`src/verilog/tsio_pkg.sv`:
```
// Purpose: Shared constants and types of the three-wire serial channel
// Assumes: Core clock of 25 MHz
// Notes:   Offsets do not exist; all control travels on plain ports
package tsio_pkg;

  // ****************************************************************
  // Sizes and timing
  // ****************************************************************
  localparam int DATA_W      = 8;
  localparam int FIFO_DEPTH  = 8;
  localparam int CLK_NS      = 40;
  localparam int SCK_HALF_NS = 160;
  // Least half period, rounded up to whole core cycles
  localparam int SCK_HALF_CYC = (SCK_HALF_NS + CLK_NS - 1) / CLK_NS;
  // Edge index of the sixteenth serial clock edge of a word
  localparam logic [4:0] LAST_EDGE = 5'h0F;

  // ****************************************************************
  // Encodings and reset values
  // ****************************************************************
  localparam logic [2:0] CKS_EXTERNAL = 3'h7;
  localparam logic       SO_RESET     = 1'b0;

  typedef enum logic [1:0] {
    ST_IDLE = 2'b00,
    ST_HOLD = 2'b01,
    ST_RUN  = 2'b10
  } tsio_state_t;

  // Mode and clock selection bits as software sets them
  typedef struct packed {
    logic       channel_enable;
    logic       transfer_mode_select;
    logic       slave_select_enable;
    logic       bit_order_select;
    logic       data_phase_select;
    logic       clock_polarity_select;
    logic [2:0] clock_source_sel;
  } tsio_cfg_t;

endpackage

```
`src/verilog/tsio_fifo.sv`:
```
// Purpose: Word FIFO in front of the transmit buffer
// Assumes: DEPTH is a power of two
// Notes:   Flags are registered; memory carries no reset
`timescale 1ns/100ps
`default_nettype none
module tsio_fifo #(
  parameter int WIDTH = tsio_pkg::DATA_W,
  parameter int DEPTH = tsio_pkg::FIFO_DEPTH
) (
  input  wire logic             clk,
  input  wire logic             arst_n,
  input  wire logic             in_valid,
  input  wire logic [WIDTH-1:0] in_data,
  output logic                  in_ready,
  input  wire logic             out_ready,
  output logic                  out_valid,
  output logic [WIDTH-1:0]      out_data
);
  localparam int AW = $clog2(DEPTH);

  typedef struct packed {
    logic [AW-1:0] wr;
    logic [AW-1:0] rd;
    logic [AW:0]   cnt;
    logic          rdy;
    logic          vld;
  } tsio_fifo_st_t;

  tsio_fifo_st_t    s;
  tsio_fifo_st_t    n;
  logic [WIDTH-1:0] mem [DEPTH];
  logic             push;
  logic             pop;

  // Pointer and count update
  always_comb begin
    n    = s;
    push = in_valid & s.rdy;
    pop  = out_ready & s.vld;
    if (push) begin
      n.wr = s.wr + AW'(1);
    end
    if (pop) begin
      n.rd = s.rd + AW'(1);
    end
    n.cnt = s.cnt + (AW+1)'(push) - (AW+1)'(pop);
    n.rdy = n.cnt != (AW+1)'(DEPTH);
    n.vld = n.cnt != '0;
  end

  always_ff @(posedge clk or negedge arst_n) begin
    if (!arst_n) begin
      s     <= '0;
      s.rdy <= 1'b1;
    end else begin
      s <= n;
    end
  end

  // Storage write
  always_ff @(posedge clk) begin
    if (push) begin
      mem[s.wr] <= in_data;
    end
  end

  assign in_ready  = s.rdy;
  assign out_valid = s.vld;
  assign out_data  = mem[s.rd];

endmodule
`default_nettype wire

```
`src/verilog/tsio_three_wire.sv`:
```
// Purpose: Three-wire clocked serial channel, master or slave
// Assumes: Serial clock sampled by clk; master half period >= 2 clk
// Notes:   Words come from a FIFO; reception read from rx_data
//
// Behaviour
// - Words are 8 bits, each bit moved on a serial clock edge.
// - Transmit mode: a buffer write starts a combined send and receive.
// - Receive mode: a shift register read starts a reception.
// - Slave with select enabled starts only while select is low.
// - Trigger during select high waits until select goes low.
// - Select going high mid-word suspends the transfer.
// - Busy flag set once a transfer starts.
// - Word end sets done flag, clears busy, allows next transfer.
// - Phase 0: first bit from buffer driven on leading edge.
// - Next edge loads buffer into shifter, shifts, samples first bit.
// - Phase 0: later bits output from shifter on leading edges.
// - Phase 1: first bit driven at the trigger, before any clock.
// - Phase 1: load and sample on first edge, output on opposite.
// - After a word the serial output keeps the last bit.
// - Disabled: output low, or buffer end bit in transmit phase 1.
// - Enabled: low when receiving only, data when transmitting.
// - Mode bit writes update the serial output level at once.
// - Pins unused by the chosen mode stay free as ports.
// - Clearing enable stops and clears busy and shift register.
// - Reset clears every core register to zero; mode bits come in on cfg.
`timescale 1ns/100ps
`default_nettype none
module tsio_three_wire #(
  parameter int HALF_CYC = tsio_pkg::SCK_HALF_CYC,
  parameter int DEPTH    = tsio_pkg::FIFO_DEPTH
) (
  input  wire logic                   clk,
  input  wire logic                   arst_n,
  input  wire tsio_pkg::tsio_cfg_t    cfg,
  input  wire logic                   tx_valid,
  input  wire logic [7:0]             tx_data,
  output logic                        tx_ready,
  input  wire logic                   rx_read,
  output logic [7:0]                  rx_data,
  input  wire logic                   done_clear,
  output logic                        transfer_busy_flag,
  output logic                        transfer_done_irq_flag,
  input  wire logic                   serial_clock_pin_i,
  output logic                        serial_clock_pin_o,
  output logic                        serial_clock_pin_oe,
  input  wire logic                   serial_in_pin,
  output logic                        serial_out_pin,
  output logic                        serial_out_pin_oe,
  input  wire logic                   slave_select_input_n
);

  // ****************************************************************
  // State
  // ****************************************************************
  typedef struct packed {
    logic [2:0]            sck_sy;
    logic [2:0]            ssn_sy;
    logic [2:0]            si_sy;
    logic                  sck_f;
    logic                  ssn_f;
    logic                  si_f;
    logic                  lvl_p;
    tsio_pkg::tsio_state_t st;
    logic [4:0]            hcnt;
    logic [7:0]            div;
    logic                  sck_q;
    logic [7:0]            shift;
    logic [7:0]            tbuf;
    logic                  so_q;
    logic                  busy;
    logic                  done;
    logic                  pin_so;
    logic                  pin_so_oe;
    logic                  pin_sck;
    logic                  pin_sck_oe;
  } tsio_core_st_t;

  tsio_core_st_t s;
  tsio_core_st_t n;

  logic       slave;
  logic       idle_lvl;
  logic       ss_block;
  logic       lvl;
  logic       live;
  logic       lead;
  logic       trail;
  logic       smp;
  logic       outp;
  logic       first_smp;
  logic       trig;
  logic       done_set;
  logic       fifo_pop;
  logic       fifo_valid;
  logic [7:0] fifo_data;

  // ****************************************************************
  // Helpers
  // ****************************************************************

  // Bit that leaves first for the chosen order
  function automatic logic first_bit(
    input logic [7:0] v,
    input logic       lsb
  );
    return lsb ? v[0] : v[7];
  endfunction

  // One shift with a new received bit entering
  function automatic logic [7:0] shift_in(
    input logic [7:0] v,
    input logic       b,
    input logic       lsb
  );
    return lsb ? {b, v[7:1]} : {v[6:0], b};
  endfunction

  // ****************************************************************
  // Transmit word queue
  // ****************************************************************
  tsio_fifo #(
    .WIDTH (tsio_pkg::DATA_W),
    .DEPTH (DEPTH)
  ) u_fifo (
    .clk       (clk),
    .arst_n    (arst_n),
    .in_valid  (tx_valid),
    .in_data   (tx_data),
    .in_ready  (tx_ready),
    .out_ready (fifo_pop),
    .out_valid (fifo_valid),
    .out_data  (fifo_data)
  );

  // ****************************************************************
  // Next state
  // ****************************************************************
  always_comb begin
    n = s;

    // Pin synchronisers, value taken once stages two and three agree
    n.sck_sy = {s.sck_sy[1:0], serial_clock_pin_i};
    n.ssn_sy = {s.ssn_sy[1:0], slave_select_input_n};
    n.si_sy  = {s.si_sy[1:0], serial_in_pin};
    if (s.sck_sy[1] == s.sck_sy[2]) begin
      n.sck_f = s.sck_sy[2];
    end
    if (s.ssn_sy[1] == s.ssn_sy[2]) begin
      n.ssn_f = s.ssn_sy[2];
    end
    if (s.si_sy[1] == s.si_sy[2]) begin
      n.si_f = s.si_sy[2];
    end

    // Mode decode
    slave    = cfg.clock_source_sel == tsio_pkg::CKS_EXTERNAL;
    idle_lvl = ~cfg.clock_polarity_select;
    ss_block = slave & cfg.slave_select_enable & s.ssn_f;

    // Serial clock edges, own divider or sampled pin
    lvl     = slave ? s.sck_f : s.sck_q;
    n.lvl_p = lvl;
    live    = (s.st == tsio_pkg::ST_RUN) & ~ss_block;
    lead    = live & (s.lvl_p == idle_lvl) & (lvl != idle_lvl);
    trail   = live & (s.lvl_p != idle_lvl) & (lvl == idle_lvl);
    smp     = cfg.data_phase_select ? lead : trail;
    outp    = cfg.data_phase_select ? trail : lead;
    first_smp = cfg.data_phase_select ? (s.hcnt == 5'h00)
                                      : (s.hcnt == 5'h01);

    // Start triggers
    fifo_pop = (s.st == tsio_pkg::ST_IDLE) & cfg.channel_enable
             & cfg.transfer_mode_select;
    trig = (fifo_pop & fifo_valid)
         | ((s.st == tsio_pkg::ST_IDLE) & cfg.channel_enable
            & ~cfg.transfer_mode_select & rx_read);
    done_set = 1'b0;

    // Transfer sequencer
    case (s.st)
      tsio_pkg::ST_IDLE: begin
        n.sck_q = idle_lvl;
        n.div   = 8'h00;
        if (trig) begin
          n.busy = 1'b1;
          n.hcnt = 5'h00;
          if (cfg.transfer_mode_select) begin
            n.tbuf = fifo_data;
            if (cfg.data_phase_select) begin
              n.so_q = first_bit(fifo_data,
                                 cfg.bit_order_select);
            end
          end
          // Pending until select falls
          n.st = ss_block ? tsio_pkg::ST_HOLD
                          : tsio_pkg::ST_RUN;
        end
      end
      tsio_pkg::ST_HOLD: begin
        if (!ss_block) begin
          n.st = tsio_pkg::ST_RUN;
        end
      end
      tsio_pkg::ST_RUN: begin
        if (ss_block) begin
          n.st = tsio_pkg::ST_HOLD;
        end else begin
          // Master half period divider
          if (!slave) begin
            if (s.div == 8'(HALF_CYC - 1)) begin
              n.div = 8'h00;
              if (s.hcnt <= tsio_pkg::LAST_EDGE) begin
                n.sck_q = ~s.sck_q;
              end
            end else begin
              n.div = s.div + 8'h01;
            end
          end
          // Output edge
          if (outp) begin
            if (!cfg.data_phase_select && s.hcnt == 5'h00) begin
              n.so_q = first_bit(s.tbuf,
                                 cfg.bit_order_select);
            end else if (s.hcnt != tsio_pkg::LAST_EDGE) begin
              n.so_q = first_bit(s.shift,
                                 cfg.bit_order_select);
            end
          end
          // Sample edge
          if (smp) begin
            n.shift = shift_in(first_smp ? s.tbuf : s.shift,
                               s.si_f,
                               cfg.bit_order_select);
          end
          // Word end after sixteen edges
          if (lead | trail) begin
            n.hcnt = s.hcnt + 5'h01;
            if (s.hcnt == tsio_pkg::LAST_EDGE) begin
              n.st     = tsio_pkg::ST_IDLE;
              n.busy   = 1'b0;
              done_set = 1'b1;
              n.sck_q  = idle_lvl;
            end
          end
        end
      end
      default: begin
        n.st = tsio_pkg::ST_IDLE;
      end
    endcase

    // Disable stops and clears the engine
    if (!cfg.channel_enable) begin
      n.st    = tsio_pkg::ST_IDLE;
      n.busy  = 1'b0;
      n.shift = 8'h00;
      n.hcnt  = 5'h00;
      n.div   = 8'h00;
      n.so_q  = tsio_pkg::SO_RESET;
      n.sck_q = idle_lvl;
    end

    // Done flag, a new word end beats a clear
    n.done = (s.done & ~done_clear) | done_set;

    // Serial output selection, follows mode bits at once
    if (!cfg.channel_enable) begin
      n.pin_so = cfg.transfer_mode_select & cfg.data_phase_select
               & first_bit(n.tbuf, cfg.bit_order_select);
    end else begin
      n.pin_so = cfg.transfer_mode_select & n.so_q;
    end

    // Pin drivers, unused pins left to the port logic
    n.pin_so_oe  = cfg.channel_enable
                 & cfg.transfer_mode_select;
    n.pin_sck    = slave ? idle_lvl : n.sck_q;
    n.pin_sck_oe = cfg.channel_enable & ~slave;
  end

  // ****************************************************************
  // Registers
  // ****************************************************************
  always_ff @(posedge clk or negedge arst_n) begin
    if (!arst_n) begin
      s <= '0;
    end else begin
      s <= n;
    end
  end

  // Outputs straight from flops
  assign rx_data                = s.shift;
  assign transfer_busy_flag     = s.busy;
  assign transfer_done_irq_flag = s.done;
  assign serial_out_pin         = s.pin_so;
  assign serial_out_pin_oe      = s.pin_so_oe;
  assign serial_clock_pin_o     = s.pin_sck;
  assign serial_clock_pin_oe    = s.pin_sck_oe;
endmodule
`default_nettype wire

```
`config.mk`:
```
export PLATFORM = sky130hd
export DESIGN_NAME = tsio_three_wire
export DESIGN_NICKNAME = d
export VERILOG_FILES = /design/src/verilog/tsio_pkg.sv /design/src/verilog/tsio_fifo.sv /design/src/verilog/tsio_three_wire.sv
export SDC_FILE = /design/constraint.sdc
export NUM_CORES = 1
export LEC_CHECK = 0
export BUFFER_PORTS_ARGS = -buffer_cell sky130_fd_sc_hd__buf_2
export CAP_MARGIN = 15
export CORE_ASPECT_RATIO = 0.6
export CORE_MARGIN = 8
export CORE_UTILIZATION = 40
export DETAILED_ROUTE_END_ITERATION = 8
export PLACE_DENSITY = 0.67
export SLEW_MARGIN = 20
export SYNTH_ARGS = -nofsm -noshare
export SYNTH_HDL_FRONTEND = slang
export SYNTH_SLANG_ARGS = --single-unit
```
`constraint.sdc`:
```
create_clock -name clk -period 2.8 [get_ports clk]
set_input_delay 0.84 -clock clk [delete_from_list [all_inputs] [get_ports clk]]
set_output_delay 0.84 -clock clk [all_outputs]
set_load 0.1 [all_outputs]
```
Yosys cells after proc, flatten, opt, wreduce, memory -nomap -nowiden
Memory sizes are Yosys's and may differ from the RTL's.
Index checks and enable logic that the tools add are counted.
{"block": "totals", "ff_bits": 64, "ramBits": 64, "in_bits": 25, "word_cells": 148, "n_memories": 1}
{"block": "op_classes", "n_addsub": 6, "n_lt_le_gt_ge": 1, "n_eq_ne": 27, "n_mux": 48, "bitwise_logic": 28, "n_reduce_logical": 11}
{"name": "u_fifo.mem", "words": 8, "width": 8, "rd": 1, "rd_clocked_by_memory_dff": 0, "write_ports": 1, "line_no": "tsio_fifo.sv:31", "rtl": "logic [WIDTH-1:0] mem [DEPTH];"}
{"op": "$mux 8", "n": 6}
{"op": "$pmux 14 s2", "n": 1}
{"op": "$mux 1", "n": 26}
{"op": "$mux 24", "n": 1}
{"op": "$mux 22", "n": 1}
{"op": "$and 1x1->1", "n": 19}
{"op": "$mux 9", "n": 2}
{"op": "$mux 7", "n": 2}
{"op": "$mux 2", "n": 6}
{"op": "$ne 3x3->1 const B", "n": 4}
{"op": "$mux 10", "n": 1}
{"op": "$reduce_and 3->1", "n": 3}
{"op": "$add 8x1->8 const B", "n": 1}
{"op": "$eq 8x2->1 const B", "n": 1}
{"op": "$ne 4x3->1 const B", "n": 2}
{"op": "$reduce_and 4->1", "n": 2}
{"op": "$add 3x1->3 const B", "n": 2}
{"op": "$ne 3x2->1 const B", "n": 2}
{"op": "$not 1->1", "n": 6}
{"op": "$pmux 2 s3", "n": 1}
{"op": "$add 5x1->5 const B", "n": 1}
{"op": "$eq 1x1->1", "n": 5}
{"op": "$eq 5x1->1 const B", "n": 1}
{"op": "$eq 5x4->1 const B", "n": 1}
{"op": "other kinds (20)", "n": 24}

Logic depth before layout (Yosys ltp)
{"block": "depth", "ltp_word": 14, "depth_mapped": 12}

Cells and area by module
Synthesis repeated with hierarchy kept, for this count alone.
{"block": "unflattened", "cells_unflattened": 409, "hier_area_um2": 5948.2}
{"mod": "tsio_fifo", "n_inst": 1, "cells_each": 151, "area_each_um2": 3101.7}
{"mod": "tsio_three_wire", "n_inst": 1, "cells_each": 258, "area_each_um2": 2846.5}

Least setup slack after synthesis
Ideal clock, no wire load.
{"block": "synth_timing", "kind": "input to register", "from": "input cfg[8] in the netlist's numbering", "to": "register u_fifo.s (netlist bit u_fifo.out_valid)", "setup_ns": 0.126, "t_arrival_ns": 2.810, "required_time_ns": 2.674, "slack_ns": -0.136, "cell_stages": 12, "n_path_buf": 1, "cell_sequence": "buf_4 -> and2_2 -> nand3_1 -> inv_1 -> ha_1 -> inv_1 -> ha_1 -> inv_1 -> fa_1 -> inv_1 -> nor3_1 -> nand2b_1"}
{"element": "start, declared", "line_no": "tsio_three_wire.sv:34", "rtl": "input wire tsio_pkg::tsio_cfg_t cfg,"}
{"element": "end signal, assigned", "line_no": "tsio_fifo.sv:56", "rtl": "s <= n;"}
{"element": "end, declared", "line_no": "tsio_fifo.sv:29", "rtl": "tsio_fifo_st_t s;"}

==> metrics.cfg <==
[worst_setup_path]
critPathSlowestCell=fa_1
cp-end-kind=register
crit_arrival_ns=2.68
cpPeakStageDelay_ns=0.47
path_class=input port to register
worstRegToRegCells=11
crit_chain=buf_2, and2_2, nand3_4, inv_1, ha_1, inv_1, ha_1, inv_1, fa_1, inv_1, nor3_2, nand2b_1
worst_r2r_endpoint=u_fifo.out_valid$_DFF_PN0_
rr_startpoint=s[37]$_DFFE_PN0P_
ff2ff_setup_slack_ns=0.65
worstPathRequired_ns=3.08
cp_max_fo=2
path_delay_family=adder cells
critPathLaunchType=input port
crit_path_frequent_cell=inv_1
critPathBufInv=5

[clock_network]
clkLatencyLatePin_ns=0.41
clk_pin_slew_ns=0.06
post-cts-setup-buffer-count=0
cts_resized=0
clock-sinks=128
cts_buffers=17
cts.htree.levels=4
tritoncts=done
ctsHoldBuffers=0
cts-root-buf=clkbuf_16
clk_path_buf_depth=2

[timing]
slew_viol_final=0
maxSlewHeadroom_pct=55.2
fin_crit_sh_pct=85.5
tightest_slew_ns=0.672
max_freq_mhz=418
fin_crit_ns=2.39
rsz0062_at_grt=no
skew_ns=0.0133
setup_violations=0
finalSetupTns_ns=0
final_hold_viol_count=0

[synth]
synth.avg_cell_area_um2=13.9
yosys_warnings=0
synth_cells=409
synth-compound-area-share_pct=6.50
synth-xor-area-share_pct=1.98
synth_top_family_by_area=multiplexers
synth_fp_nets=446
synth-main-ff-cell=edfxtp_1
yosys.area_share.simple_pct=9.20
yosys_register_bits=128
synthArstFlopShare_pct=50.0
synthAdderAreaFrac_pct=3.29
synth_cell_types=58
synth_edf_count=64
synthMuxAreaShare_pct=13.3
synth.cell_area_mm2=0.00570
seq_area_frac_synth_pct=61.8

[cells_and_area]
drive_above_1_share_pct=25.5
layout_common_cells=64 x edfxtp_1, 63 x dfrtp_1, 39 x buf_2, 30 x nand2_1, 22 x mux2i_1
area_growth_syn_to_layout_pct=18.5
final_area_mm2=0.00676
nets=503
post-route-util_pct=49.0
layout_commonest_cell=edfxtp_1
n_antenna_cell=0

[place]
gpl.final_weighted_congestion=0.819
post-dp-hpwl_mm=8.16
placed_area_mm2=0.00618
io_buffers=39

[power_and_ir_drop]
irDropWorstVdd_uv=355
p_leak_nw=2.75
power.density_mw_per_mm2=940

[die]
start_util_pct=41.3
die_h_um=108
boundaryPins=40
rows=33
die_width_um=170
dieArea_mm2=0.0185
coreArea_mm2=0.0138

[min_path]
worstHoldEndpoint=n[45]$_DFF_PN0_
hp-class=register to register
hold_depth=0
hold_start=n[44]$_DFF_PN0_

[global_routing]
grt_pass1_vias=3609
antenna_found_initial=1
gr-total-overflow=0
grt_max_degree=43
grt_pass1_wl_mm=19.1
grt_usage_pct=13.5

[drt]
antenna_left=0
vias=3418
routed_via_density=5.09
route.detailed.drc=0
drt-total-wl_mm=11.6
detail_route.first_pass.iterations=4
drtIter0Drc=321
routedWlPerCell_um=17.3

[run_status]
status=completed

[flow_run]
drv_cap=0

-- cell families after synthesis --
logic type,count (synthesis)
multiplexers,52
adder cells (fa/ha/maj),15
buffers and inverters,42
flip-flops,128
AND/OR/NAND/NOR,104
XOR/XNOR,12
AO/OA/AOI/OAI,56
-- Yosys cell counts, types with 2 or more instances --
library cell | count | share of area [%]
a211oi_1 | 3 | 0.40
a21o_1 | 2 | 0.26
a21oi_1 | 7 | 0.61
and3_1 | 7 | 0.77
buf_2 | 6 | 0.53
buf_4 | 12 | 1.6
clkbuf_1 | 4 | 0.26
dfrtp_1 | 63 | 28
edfxtp_1 | 64 | 34
ha_1 | 11 | 2.4
inv_1 | 18 | 1.2
maj3_1 | 3 | 0.53
mux2_1 | 11 | 2.2
mux2i_1 | 22 | 3.9
mux4_2 | 17 | 6.7
nand2_1 | 30 | 2.0
nand2b_1 | 9 | 0.99
nand3_1 | 11 | 0.97
nand3b_1 | 2 | 0.26
nor2_1 | 20 | 1.3
nor2b_1 | 4 | 0.44
nor3_1 | 9 | 0.79
o21ai_0 | 12 | 1.1
o21ai_1 | 15 | 1.3
o31ai_1 | 3 | 0.40
or2_1 | 3 | 0.33
xnor2_1 | 9 | 1.4
xor2_1 | 2 | 0.31
-- worst max-delay path by stage --
stage / startpoint / endpoint / slack (ns) / depth (start not counted)
2_1_floorplan: cfg[8] / u_fifo.out_valid$_DFF_PN0_ / 0.01 / 12
3_3_place_gp: cfg[8] / u_fifo.out_valid$_DFF_PN0_ / 0.009 / 12
3_5_place_dp: cfg[8] / u_fifo.out_valid$_DFF_PN0_ / -0.008 / 12
4_1_cts: cfg[8] / u_fifo.out_valid$_DFF_PN0_ / 0.40 / 12
5_1_grt: cfg[8] / u_fifo.out_valid$_DFF_PN0_ / 0.24 / 12
6_report: cfg[8] / u_fifo.out_valid$_DFF_PN0_ / 0.41 / 12
-- layer usage --
layer / global-route usage (%) / wire, um / share of wire, %
met4: 4.80 / 149 / 1.3
met2: 20.3 / 5190 / 45
met3: 3.82 / 514 / 4.4
met5: 0 / 8 / 0.069
met1: 18.5 / 5740 / 49
-- flip-flops by register name (all words and copies together), names as in the netlist --
| register | cells |
|---|---|
| serial_clock_pin_oe | 1 |
| serial_out_pin | 1 |
| transfer_done_irq_flag | 1 |
| u_fifo.out_valid | 1 |
| n | 6 |
| u_fifo.in_ready | 1 |
| u_fifo.s | 10 |
| u_fifo.mem | 64 |
| rx_data | 8 |
| serial_clock_pin_o | 1 |
| transfer_busy_flag | 1 |
| s | 32 |
| serial_out_pin_oe | 1 |
-- cell type report --
type | instances | area, um2
fill | 1210 | 7040
sequential | 128 | 3520
multi-input combinational | 239 | 1970
clock buffer | 18 | 429
timing repair buffer | 61 | 373
tap | 192 | 240
clock inverter | 14 | 141
inverter | 19 | 73.8
-- metrics by stage --
| step | cells | total power [W] | setup WS [ns] | hold WS (ns) |
|---|---|---|---|---|
| finish | 671 | 0.00635 | 0.406 | 0.350 |
| global route | 671 | 0.00668 | 0.240 | 0.367 |
| CTS | 671 | 0.00642 | 0.402 | 0.352 |
| detailed placement | 639 | 0.00430 | -0.00806 | 0.339 |
| global placement | 639 | 0.00423 | 0.00938 | 0.338 |
| floorplan | 409 | 0.00385 | 0.0136 | 0.331 |
-- where the power goes --
group / leakage, nW / internal [W] / switching, W / total, W
registers: 1.39 / 0.00231 / 0.000273 / 0.00258
clock network: 0.277 / 0.00131 / 0.000795 / 0.00210
logic: 1.09 / 0.000709 / 0.000954 / 0.00166
(Power assumes the default switching activity.)
